### config.mk
export PLATFORM = sky130hd
export DESIGN_NAME = dmxdc_drum_ctrl
export DESIGN_NICKNAME = d
export VERILOG_FILES = /design/src/dmxdc_pkg.sv /design/src/dmxdc_chan_capture.sv /design/src/dmxdc_delay_timer.sv /design/src/dmxdc_drum_ctrl.sv
export SDC_FILE = /design/constraint.sdc
export NUM_CORES = 2
export LEC_CHECK = 0
export ABC_AREA = 1
export BUFFER_PORTS_ARGS = -buffer_cell sky130_fd_sc_hd__buf_2
export CORE_MARGIN = 4
export CORE_UTILIZATION = 60
export CTS_CLUSTER_DIAMETER = 30
export DETAILED_ROUTE_END_ITERATION = 8
export GPL_TIMING_DRIVEN = 0
export PLACE_DENSITY_LB_ADDON = 0.05
export SETUP_SLACK_MARGIN = 0.1
export SLEW_MARGIN = 0
export SYNTH_ARGS = -nofsm -noshare
export SYNTH_HDL_FRONTEND = slang
export SYNTH_HIERARCHICAL = 1
export SYNTH_SLANG_ARGS = --single-unit
### constraint.sdc
create_clock -name core_clk -period 15.5 [get_ports core_clk]
set_input_delay 0 -clock core_clk [delete_from_list [all_inputs] [get_ports core_clk]]
set_output_delay 0 -clock core_clk [all_outputs]
set_load 0.02 [all_outputs]
### src/dmxdc_pkg.sv
// Package of constants and carrier types for the drum position control block
package dmxdc_pkg;

  // ---------------------------------------------------------------
  // Register map (byte addresses)
  // ---------------------------------------------------------------
  localparam logic [7:0] ADDR_CTRL    = 8'h00;
  localparam logic [7:0] ADDR_STATUS  = 8'h04;
  localparam logic [7:0] ADDR_IRQ     = 8'h08;
  localparam logic [7:0] ADDR_MASK    = 8'h0C;
  localparam logic [7:0] ADDR_CH_LO   = 8'h10;
  localparam logic [7:0] ADDR_CH_HI   = 8'h14;
  localparam logic [7:0] ADDR_POS     = 8'h18;
  localparam logic [7:0] ADDR_TOP     = 8'h1C;
  localparam logic [7:0] ADDR_BOT     = 8'h20;
  localparam logic [7:0] ADDR_RANGE   = 8'h24;
  localparam logic [7:0] ADDR_SAVED   = 8'h28;

  // ---------------------------------------------------------------
  // Control field positions and reset values
  // ---------------------------------------------------------------
  localparam int         CTRL_ADDR_LSB  = 0;
  localparam int         CTRL_SAVED_BIT = 16;
  localparam logic [8:0] START_ADDR_RST = 9'h001;
  localparam logic [8:0] START_ADDR_MIN = 9'h001;
  localparam logic [8:0] START_ADDR_MAX = 9'h1FA;

  // ---------------------------------------------------------------
  // Interrupt event bit positions
  // ---------------------------------------------------------------
  localparam int IRQ_TOP_SET   = 0;
  localparam int IRQ_BOT_SET   = 1;
  localparam int IRQ_SAVED     = 2;
  localparam int IRQ_HARD_LIM  = 3;
  localparam int IRQ_W         = 4;

  // ---------------------------------------------------------------
  // Channel level thresholds (of 255)
  // ---------------------------------------------------------------
  localparam logic [7:0] RUN_LO    = 8'h80;  // 50 %
  localparam logic [7:0] RUN_HI    = 8'h8C;  // 55 %
  localparam logic [7:0] MAN_MIN   = 8'h06;  // 2 %

  // ---------------------------------------------------------------
  // Timing
  // ---------------------------------------------------------------
  localparam int CLK_HZ         = 50_000_000;
  localparam int MAN_DELAY_S    = 3;
  localparam int MAN_DELAY_CYC  = MAN_DELAY_S * CLK_HZ;
  localparam int SAVE_DELAY_MS  = 100;
  localparam int SAVE_DELAY_CYC = SAVE_DELAY_MS * (CLK_HZ / 1000);

  // ---------------------------------------------------------------
  // Types
  // ---------------------------------------------------------------
  typedef enum logic [4:0]
  {
    ST_IDLE = 5'b00001,
    ST_POS  = 5'b00010,
    ST_WAIT = 5'b00100,
    ST_MAN  = 5'b01000,
    ST_STOP = 5'b10000
  } dmxdc_state_t;

  typedef struct packed
  {
    logic [7:0] pos_hi;
    logic [7:0] pos_lo;
    logic [7:0] speed;
    logic [7:0] safety;
    logic [7:0] man_up;
    logic [7:0] man_dn;
  } dmxdc_chan_t;

  typedef struct packed
  {
    logic       run;
    logic       dir_up;
    logic [7:0] speed;
  } dmxdc_motor_t;

endpackage

### src/dmxdc_chan_capture.sv
// Captures the six control channels starting at the start address
`timescale 1ns/100ps
module dmxdc_chan_capture
(
  input  wire logic                core_clk,
  input  wire logic                rst_n,
  input  wire logic [8:0]          start_addr,
  input  wire logic                slot_valid,
  input  wire logic [8:0]          slot_num,
  input  wire logic [7:0]          slot_data,
  output dmxdc_pkg::dmxdc_chan_t   chan
);

  typedef struct packed
  {
    dmxdc_pkg::dmxdc_chan_t chan;
  } dmxdc_cap_state_t;

  dmxdc_cap_state_t state_reg;
  dmxdc_cap_state_t state_next;
  logic [9:0]       offset;

  // Slot index is relative to the start address; six channels used
  assign offset = {1'b0, slot_num} - {1'b0, start_addr};

  always_comb
  begin
    state_next = state_reg;
    if (slot_valid && slot_num >= start_addr)
    begin
      case (offset)
        10'h000: state_next.chan.pos_hi = slot_data;
        10'h001: state_next.chan.pos_lo = slot_data;
        10'h002: state_next.chan.speed  = slot_data;
        10'h003: state_next.chan.safety = slot_data;
        10'h004: state_next.chan.man_up = slot_data;
        10'h005: state_next.chan.man_dn = slot_data;
        default: state_next = state_reg;
      endcase
    end
  end

  always_ff @(posedge core_clk)
  begin
    if (!rst_n)
      state_reg <= '0;
    else
      state_reg <= state_next;
  end

  assign chan = state_reg.chan;

  a_capture_first: assert property (@(posedge core_clk) disable iff (!rst_n)
    slot_valid && slot_num == start_addr |=> chan.pos_hi == $past(slot_data))
    else $error("first channel not captured at start address");

endmodule

### src/dmxdc_delay_timer.sv
// Counts a programmable delay after its enable rises
`timescale 1ns/100ps
module dmxdc_delay_timer
#(
  parameter int CYCLES = 150_000_000
)
(
  input  wire logic core_clk,
  input  wire logic rst_n,
  input  wire logic enable,
  output logic      done
);

  typedef struct packed
  {
    logic [31:0] count;
    logic        done;
  } dmxdc_tmr_state_t;

  dmxdc_tmr_state_t state_reg;
  dmxdc_tmr_state_t state_next;

  always_comb
  begin
    state_next = state_reg;
    if (!enable)
    begin
      state_next.count = '0;
      state_next.done  = 1'b0;
    end
    else if (state_reg.count >= 32'(CYCLES - 1))
      state_next.done = 1'b1;
    else
      state_next.count = state_reg.count + 32'h1;
  end

  always_ff @(posedge core_clk)
  begin
    if (!rst_n)
      state_reg <= '0;
    else
      state_reg <= state_next;
  end

  assign done = state_reg.done;

  a_timer_clear: assert property (@(posedge core_clk) disable iff (!rst_n)
    !enable |=> !done)
    else $error("timer done without enable");

endmodule

### src/dmxdc_drum_ctrl.sv
// Top of the drum position control block: channel decode, motion, limits, APB
//
// Overview of operation
// - First channel sits at start address 1 to 506; five more follow.
// - Target position is channel one high byte, channel two low byte.
// - Channel three level caps positioning speed.
// - Channel three at zero holds the motor still while positioning.
// - Running allowed only while channel four is 50 to 55 percent.
// - Outside that window: stop, clear errors, later store position.
// - Without stored position, soft top is invalid after power-on.
// - Channel five at two percent or more drives up to hard top.
// - Upward manual speed follows channel five level.
// - Channel six at two percent or more drives down to hard bottom.
// - Downward manual speed follows channel six level.
// - Manual travel starts three seconds after its channel activates.
// - Manual channel back to zero returns to target if bottom valid, speed nonzero.
// - Soft top must be set before soft bottom.
// - Travel range is encoder pulses between soft limits.
`timescale 1ns/100ps
module dmxdc_drum_ctrl
#(
  parameter int MAN_DELAY  = dmxdc_pkg::MAN_DELAY_CYC,
  parameter int SAVE_DELAY = dmxdc_pkg::SAVE_DELAY_CYC
)
(
  input  wire logic                 core_clk,
  input  wire logic                 rst_n,
  input  wire logic                 psel,
  input  wire logic                 penable,
  input  wire logic                 pwrite,
  input  wire logic [7:0]           paddr,
  input  wire logic [31:0]          pwdata,
  output logic [31:0]               prdata,
  output logic                      pready,
  output logic                      pslverr,
  input  wire logic                 slot_valid,
  input  wire logic [8:0]           slot_num,
  input  wire logic [7:0]           slot_data,
  input  wire logic [31:0]          enc_count,
  input  wire logic                 hard_top,
  input  wire logic                 hard_bot,
  output dmxdc_pkg::dmxdc_motor_t   motor,
  output logic                      save_req,
  output logic                      err_clear,
  output logic                      irq
);

  // ---------------------------------------------------------------
  // State
  // ---------------------------------------------------------------
  typedef struct packed
  {
    dmxdc_pkg::dmxdc_state_t fsm;
    dmxdc_pkg::dmxdc_motor_t motor;
    logic [8:0]              start_addr;
    logic                    saved_flag;
    logic                    top_valid;
    logic                    bot_valid;
    logic [31:0]             top_cnt;
    logic [31:0]             bot_cnt;
    logic [31:0]             range;
    logic [31:0]             saved_pos;
    logic                    man_up_q;
    logic                    man_dn_q;
    logic                    save_done;
    logic                    save_req;
    logic                    err_clear;
    logic [dmxdc_pkg::IRQ_W-1:0] irq_stat;
    logic [dmxdc_pkg::IRQ_W-1:0] irq_mask;
    logic [31:0]             prdata;
  } dmxdc_top_state_t;

  dmxdc_top_state_t       state_reg;
  dmxdc_top_state_t       state_next;
  dmxdc_pkg::dmxdc_chan_t chan;
  logic                   run_ok;
  logic                   man_up;
  logic                   man_dn;
  logic                   man_any;
  logic                   man_go;
  logic                   save_go;
  logic [15:0]            target;
  logic [47:0]            tgt_prod;
  logic [31:0]            tgt_cnt;
  logic                   apb_wr;
  logic                   apb_rd;
  logic [dmxdc_pkg::IRQ_W-1:0] ev;

  // ---------------------------------------------------------------
  // Submodules
  // ---------------------------------------------------------------
  dmxdc_chan_capture u_cap
  (
    .core_clk   (core_clk),
    .rst_n      (rst_n),
    .start_addr (state_reg.start_addr),
    .slot_valid (slot_valid),
    .slot_num   (slot_num),
    .slot_data  (slot_data),
    .chan       (chan)
  );

  dmxdc_delay_timer #(.CYCLES(MAN_DELAY)) u_man_tmr
  (
    .core_clk (core_clk),
    .rst_n    (rst_n),
    .enable   (man_any && run_ok),
    .done     (man_go)
  );

  // Position is stored only after the stop has lasted a while
  dmxdc_delay_timer #(.CYCLES(SAVE_DELAY)) u_save_tmr
  (
    .core_clk (core_clk),
    .rst_n    (rst_n),
    .enable   (!run_ok),
    .done     (save_go)
  );

  // ---------------------------------------------------------------
  // Decode
  // ---------------------------------------------------------------
  assign run_ok  = chan.safety >= dmxdc_pkg::RUN_LO && chan.safety <= dmxdc_pkg::RUN_HI;
  assign man_up  = chan.man_up >= dmxdc_pkg::MAN_MIN;
  assign man_dn  = chan.man_dn >= dmxdc_pkg::MAN_MIN;
  assign man_any = man_up || man_dn;
  assign target  = {chan.pos_hi, chan.pos_lo};
  // Target 0 maps to bottom; span scaled by target/65536, so FFFF stops one count below top for spans under 65536
  assign tgt_prod = {16'h0, state_reg.range} * {32'h0, target};
  assign tgt_cnt  = state_reg.bot_cnt + tgt_prod[47:16];

  assign apb_wr = psel && penable && pwrite;
  assign apb_rd = psel && !penable && !pwrite;

  // ---------------------------------------------------------------
  // Next state
  // ---------------------------------------------------------------
  always_comb
  begin
    state_next            = state_reg;
    state_next.man_up_q   = man_up;
    state_next.man_dn_q   = man_dn;
    state_next.save_req   = 1'b0;
    state_next.err_clear  = 1'b0;
    state_next.motor.run  = 1'b0;
    ev                    = '0;

    case (state_reg.fsm)
      dmxdc_pkg::ST_IDLE:
      begin
        if (man_any)
          state_next.fsm = dmxdc_pkg::ST_WAIT;
        else if (state_reg.top_valid && state_reg.bot_valid)
          state_next.fsm = dmxdc_pkg::ST_POS;
      end
      dmxdc_pkg::ST_POS:
      begin
        if (man_any)
          state_next.fsm = dmxdc_pkg::ST_WAIT;
        else if (chan.speed != 8'h00 && enc_count != tgt_cnt)
        begin
          state_next.motor.run    = 1'b1;
          state_next.motor.dir_up = enc_count < tgt_cnt;
          state_next.motor.speed  = chan.speed;
        end
      end
      dmxdc_pkg::ST_WAIT:
      begin
        if (!man_any)
          state_next.fsm = dmxdc_pkg::ST_IDLE;
        else if (man_go)
          state_next.fsm = dmxdc_pkg::ST_MAN;
      end
      dmxdc_pkg::ST_MAN:
      begin
        state_next.motor.run    = man_any;
        state_next.motor.dir_up = man_up;
        state_next.motor.speed  = man_up ? chan.man_up : chan.man_dn;
        if (!man_any)
          state_next.fsm = (state_reg.bot_valid && chan.speed != 8'h00) ?
                           dmxdc_pkg::ST_POS : dmxdc_pkg::ST_IDLE;
      end
      dmxdc_pkg::ST_STOP:
      begin
        if (run_ok)
          state_next.fsm = dmxdc_pkg::ST_IDLE;
      end
      default: state_next.fsm = dmxdc_pkg::ST_IDLE;
    endcase

    // Soft limits learned when the manual fader drops out
    if (state_reg.fsm == dmxdc_pkg::ST_MAN && state_reg.man_up_q && !man_up)
    begin
      state_next.top_cnt   = enc_count;
      state_next.top_valid = 1'b1;
      state_next.bot_valid = 1'b0;
      ev[dmxdc_pkg::IRQ_TOP_SET] = 1'b1;
    end
    if (state_reg.fsm == dmxdc_pkg::ST_MAN && state_reg.man_dn_q && !man_dn
        && state_reg.top_valid)
    begin
      state_next.bot_cnt   = enc_count;
      state_next.bot_valid = 1'b1;
      state_next.range     = state_reg.top_cnt - enc_count;
      ev[dmxdc_pkg::IRQ_BOT_SET] = 1'b1;
    end

    // Hard limits override every source of motion
    if ((hard_top && state_next.motor.dir_up) || (hard_bot && !state_next.motor.dir_up))
    begin
      if (state_next.motor.run)
        ev[dmxdc_pkg::IRQ_HARD_LIM] = 1'b1;
      state_next.motor.run = 1'b0;
    end

    if (!run_ok)
    begin
      state_next.fsm       = dmxdc_pkg::ST_STOP;
      state_next.motor.run = 1'b0;
      state_next.err_clear = 1'b1;
      if (save_go && !state_reg.save_done)
      begin
        state_next.save_req   = 1'b1;
        state_next.save_done  = 1'b1;
        state_next.saved_flag = 1'b1;
        state_next.saved_pos  = enc_count;
        ev[dmxdc_pkg::IRQ_SAVED] = 1'b1;
      end
    end
    else
      state_next.save_done = 1'b0;

    // APB writes
    if (apb_wr)
    begin
      case (paddr)
        dmxdc_pkg::ADDR_CTRL:
        begin
          if (pwdata[8:0] >= dmxdc_pkg::START_ADDR_MIN && pwdata[8:0] <= dmxdc_pkg::START_ADDR_MAX)
            state_next.start_addr = pwdata[8:0];
          // Power-on restore: software reports whether a position survived
          state_next.saved_flag = pwdata[dmxdc_pkg::CTRL_SAVED_BIT] || ev[dmxdc_pkg::IRQ_SAVED];
          if (!pwdata[dmxdc_pkg::CTRL_SAVED_BIT] && !(|ev[dmxdc_pkg::IRQ_BOT_SET:0]))
            state_next.top_valid = 1'b0;
        end
        dmxdc_pkg::ADDR_IRQ:  state_next.irq_stat = state_reg.irq_stat & ~pwdata[dmxdc_pkg::IRQ_W-1:0];
        dmxdc_pkg::ADDR_MASK: state_next.irq_mask = pwdata[dmxdc_pkg::IRQ_W-1:0];
        default: state_next.irq_mask = state_next.irq_mask;
      endcase
    end
    // Set beats clear
    state_next.irq_stat = state_next.irq_stat | ev;

    // APB read data captured in setup phase
    if (apb_rd)
    begin
      case (paddr)
        dmxdc_pkg::ADDR_CTRL:   state_next.prdata = {15'h0, state_reg.saved_flag, 7'h0,
                                                     state_reg.start_addr};
        dmxdc_pkg::ADDR_STATUS: state_next.prdata = {20'h0, state_reg.top_valid,
                                                     state_reg.bot_valid, run_ok,
                                                     state_reg.motor.run, state_reg.motor.dir_up,
                                                     2'h0, state_reg.fsm};
        dmxdc_pkg::ADDR_IRQ:    state_next.prdata = {28'h0, state_reg.irq_stat};
        dmxdc_pkg::ADDR_MASK:   state_next.prdata = {28'h0, state_reg.irq_mask};
        dmxdc_pkg::ADDR_CH_LO:  state_next.prdata = {chan.safety, chan.speed,
                                                     chan.pos_lo, chan.pos_hi};
        dmxdc_pkg::ADDR_CH_HI:  state_next.prdata = {16'h0, chan.man_dn, chan.man_up};
        dmxdc_pkg::ADDR_POS:    state_next.prdata = enc_count;
        dmxdc_pkg::ADDR_TOP:    state_next.prdata = state_reg.top_cnt;
        dmxdc_pkg::ADDR_BOT:    state_next.prdata = state_reg.bot_cnt;
        dmxdc_pkg::ADDR_RANGE:  state_next.prdata = state_reg.range;
        dmxdc_pkg::ADDR_SAVED:  state_next.prdata = state_reg.saved_pos;
        default:                state_next.prdata = 32'h0;
      endcase
    end
  end

  always_ff @(posedge core_clk)
  begin
    if (!rst_n)
    begin
      state_reg            <= '0;
      state_reg.fsm        <= dmxdc_pkg::ST_IDLE;
      state_reg.start_addr <= dmxdc_pkg::START_ADDR_RST;
    end
    else
      state_reg <= state_next;
  end

  // ---------------------------------------------------------------
  // Outputs
  // ---------------------------------------------------------------
  assign motor     = state_reg.motor;
  assign save_req  = state_reg.save_req;
  assign err_clear = state_reg.err_clear;
  assign irq       = |(state_reg.irq_stat & state_reg.irq_mask);
  assign prdata    = state_reg.prdata;
  assign pready    = 1'b1;
  assign pslverr   = 1'b0;

  // ---------------------------------------------------------------
  // Assertions
  // ---------------------------------------------------------------
  a_run_window: assert property (@(posedge core_clk) disable iff (!rst_n)
    !run_ok |=> !motor.run)
    else $error("motor runs outside run window");

  a_stop_clears: assert property (@(posedge core_clk) disable iff (!rst_n)
    !run_ok |=> err_clear)
    else $error("errors not cleared outside run window");

  a_brake_zero: assert property (@(posedge core_clk) disable iff (!rst_n)
    state_reg.fsm == dmxdc_pkg::ST_POS && chan.speed == 8'h00 |=> !motor.run)
    else $error("positioning with zero speed");

  a_speed_cap: assert property (@(posedge core_clk) disable iff (!rst_n)
    state_reg.fsm == dmxdc_pkg::ST_POS && !man_any && run_ok && motor.run
    |-> motor.speed <= $past(chan.speed))
    else $error("positioning speed above limit");

  a_top_hard: assert property (@(posedge core_clk) disable iff (!rst_n)
    hard_top |=> !(motor.run && motor.dir_up))
    else $error("upward motion at hard top");

  a_bot_hard: assert property (@(posedge core_clk) disable iff (!rst_n)
    hard_bot |=> !(motor.run && !motor.dir_up))
    else $error("downward motion at hard bottom");

  a_man_delay: assert property (@(posedge core_clk) disable iff (!rst_n)
    state_reg.fsm == dmxdc_pkg::ST_WAIT |-> !motor.run)
    else $error("manual motion before delay");

  a_man_speed: assert property (@(posedge core_clk) disable iff (!rst_n)
    state_reg.fsm == dmxdc_pkg::ST_MAN && man_up && run_ok && !hard_top
    |=> motor.speed == $past(chan.man_up))
    else $error("manual up speed not tracking fader");

  a_bot_order: assert property (@(posedge core_clk) disable iff (!rst_n)
    $rose(state_reg.bot_valid) |-> state_reg.top_valid)
    else $error("bottom set before top");

  a_range_calc: assert property (@(posedge core_clk) disable iff (!rst_n)
    $rose(state_reg.bot_valid) |-> state_reg.range == state_reg.top_cnt - state_reg.bot_cnt)
    else $error("range mismatch");

  c_manual_up:  cover property (@(posedge core_clk) disable iff (!rst_n)
    state_reg.fsm == dmxdc_pkg::ST_MAN && motor.run && motor.dir_up);
  c_bottom_set: cover property (@(posedge core_clk) disable iff (!rst_n)
    $rose(state_reg.bot_valid));
  c_position:   cover property (@(posedge core_clk) disable iff (!rst_n)
    state_reg.fsm == dmxdc_pkg::ST_POS && motor.run);
  c_saved:      cover property (@(posedge core_clk) disable iff (!rst_n) save_req);

endmodule

==> impl_metrics.env <==
export IMPL_firstDrtPassIters=6
export IMPL_fmax_ghz=0.08737
export IMPL_holdWs_ps=41.14
export IMPL_synth_seq_area_share=0.1696
export IMPL_startpoint="u_cap/chan[46]"
export IMPL_rsz0062_at_grt="no"
export IMPL_root_buffer="clkbuf_16"
export IMPL_final_max_slew_violation_count=0
export IMPL_rr_startpoint="u_cap/chan[46]"
export IMPL_path_max_fanout=10
export IMPL_relSlewSlack=0.2155
export IMPL_die_w_microns=256.5
export IMPL_cts_tree="yes"
export IMPL_dr_total_vias=36030
export IMPL_tns_ps=0
export IMPL_yosysWarnings=6
export IMPL_crit_type="flip-flop to flip-flop"
export IMPL_via_per_inst=5.593
export IMPL_wl_mm=127.7
export IMPL_powerDensity_nw_per_um2=61.79
export IMPL_hold_depth=5
export IMPL_synthArstFlopShare=0
export IMPL_grt_pass1_vias=35900
export IMPL_ir_drop_v=0.00008923
export IMPL_ctsResizeCount=0
export IMPL_clock_sinks=314
export IMPL_drv_cap=0
export IMPL_power_leakage_nw=20.67
export IMPL_place_inst=6235
export IMPL_clk_path_buf_depth=3
export IMPL_area_delta_synth_final_pct=13.26
export IMPL_ant_nets=0
export IMPL_finalInstanceArea_sq_um=41970
export IMPL_grt_pass1_wl_mm=198.0
export IMPL_path_common_cell="nand2_1"
export IMPL_outcome="finished, final reports clean"
export IMPL_finalSetupViolations=0
export IMPL_largest_reg_flops=156
export IMPL_drt_iter0_drc=3326
export IMPL_synth_cells=5334
export IMPL_clk_latency_ps=630
export IMPL_wl_met2_mm=57.15
export IMPL_core_sq_um=60700
export IMPL_fin_util=0.6915
export IMPL_ff2ff_path_depth=47
export IMPL_dieArea_sq_um=65810
export IMPL_final_cells=6442
export IMPL_grt_overflow_total=0
export IMPL_rows=90
export IMPL_antenna_found_initial=2
export IMPL_hold_class="input pin to flip-flop"
export IMPL_place_gp_congestion=1.024
export IMPL_syn_num_nets=6076
export IMPL_drc=0
export IMPL_track_usage=0.3845
export IMPL_crit_arrival_ps=11940
export IMPL_slowest_stage="clkbuf_1"
export IMPL_grt_start_max_net_pins=13
export IMPL_wl_met3_mm=12.26
export IMPL_synth_edff_count=0
export IMPL_io_pins=144
export IMPL_fin_ws_ps=4055
export IMPL_required_ps=15990
export IMPL_period_share=0.7384
export IMPL_period_needed_ps=11450
export IMPL_worst_setup_path_end_kind="flip-flop"
export IMPL_initial_utilization=0.6106
export IMPL_cts_buffers=73
export IMPL_avgRoutedWirePerCell_microns=19.82
export IMPL_hold_violations=0
export IMPL_synthFlopType="dfxtp_1"
export IMPL_place_hpwl_mm=103.7
export IMPL_synth_avg_cell_area_sq_um=6.948
export IMPL_nNetsFinal=6338
export IMPL_hp_start="paddr[5]"
export IMPL_finClkSkew_ps=42.57
export IMPL_maxUsedRoutingLayer="met5"
export IMPL_critPathLaunchType="flip-flop"
export IMPL_pre_cts_ws_ps=4575
export IMPL_portBuffers=119
export IMPL_cts_clk_slew_worst_paths_ps=50
export IMPL_yosys_register_bits=314
export IMPL_synth_area_sq_um=37060
export IMPL_final_layout_size_suffix_gt1_frac=0.07866
export IMPL_slowest_delay_ps=870
export IMPL_die_h_microns=256.5
export IMPL_placed_area_sq_um=38630
export IMPL_ctsHtreeMaxLevel=3
export IMPL_finalPower_mw=2.594
export IMPL_worst_pin_slew_ps=1177
export IMPL_drt_met1_wl_mm=48.99
export IMPL_synth_cell_types=61
-- cell type report --
type / instances / area [sq um]
fillers: 5340 / 18720
diodes: 3 / 7.507
clock inverters: 45 / 658.1
clock buffers: 91 / 1994
repair buffers: 187 / 1276
inverters: 1127 / 4232
multi-input cells: 3623 / 25240
flip-flops and latches: 314 / 6286
well taps: 782 / 978.4
plain buffers: 270 / 1300
-- cell families (layout without fill, tap and decap cells) --
| logic type | after synthesis | count (layout) | share of synthesized area |
|---|---|---|---|
| fa+ha+maj | 645 | 645 | 0.3028 |
| other cells | 2 | 5 | 0.0002026 |
| buf+inv | 1397 | 1720 | 0.1493 |
| simple gates | 2096 | 2096 | 0.2371 |
| xor+xnor | 83 | 83 | 0.01962 |
| compound gates | 797 | 797 | 0.1213 |
| flops | 314 | 314 | 0.1696 |
-- repair_timing --
| action | CTS | global route |
|---|---|---|
| hold buffers | 68 | 0 |
| endpoints found under the hold margin | 181 | 0 |
| buffers inserted | 0 | 0 |
-- cells in the mapped netlist, types with 15 or more instances --
master | number | area, sq um
nor3_1 | 26 | 130.1
xor2_1 | 53 | 464.2
nand3_2 | 15 | 150.1
xnor2_1 | 30 | 262.8
fa_1 | 420 | 8408
a211oi_1 | 40 | 300.3
clkbuf_1 | 174 | 653.1
dfxtp_1 | 314 | 6286
a21oi_1 | 368 | 1842
nand2_1 | 1242 | 4662
inv_1 | 1113 | 4178
nand4_1 | 84 | 525.5
buf_4 | 55 | 412.9
ha_1 | 225 | 2815
o22ai_1 | 40 | 250.2
o21ai_0 | 219 | 1096
nor2_2 | 15 | 93.84
nor2_1 | 473 | 1775
nand2_2 | 20 | 125.1
a21o_1 | 22 | 165.2
buf_2 | 29 | 145.1
nand3_1 | 173 | 865.8
-- worst max-delay path: cells and delay by family, from the launching register on --
| family | cells | cell delay (ps) |
|---|---|---|
| xor gates and xnor gates | 2 | 750 |
| buffers and inverters | 9 | 2490 |
| DFF | 1 | 330 |
| AOI/OAI and AO/OA | 5 | 940 |
| and+or+nand+nor | 22 | 2870 |
| adders and majority gates | 9 | 3890 |
-- layer usage --
layer,track usage,vias up
li1,-,16920
met1,0.4772,16850
met2,0.6177,1813
met3,0.08348,442
met4,0.2314,4
met5,0,-
-- cell usage in the layout, fill, tap and decap left out, drive strengths merged, types with 68 or more instances in the layout --
| cell | count |
|---|---|
| a21oi | 379 |
| nor2 | 502 |
| dlygate4sd3 | 68 |
| inv | 1130 |
| nand2 | 1265 |
| fa | 420 |
| buf | 213 |
| nand3 | 189 |
| clkbuf | 267 |
| o21ai | 228 |
| dfxtp | 314 |
| ha | 225 |
| nand4 | 85 |
-- where the power goes --
part / leakage (nW) / switching [mW] / internal (mW)
registers: 2.53 / 0.00134 / 0.811
clock network: 1.27 / 0.544 / 1.10
logic: 16.9 / 0.0947 / 0.0465
-- path summary, 6_finish.rpt --
kind / to / slack, ps
min reg2reg: u_save_tmr/state_reg[30] / 420
max: motor[9] / 4050
min: state_reg[37] / 40
max reg2reg: motor[9] / 4050
Power figures use the tool's default switching activity.
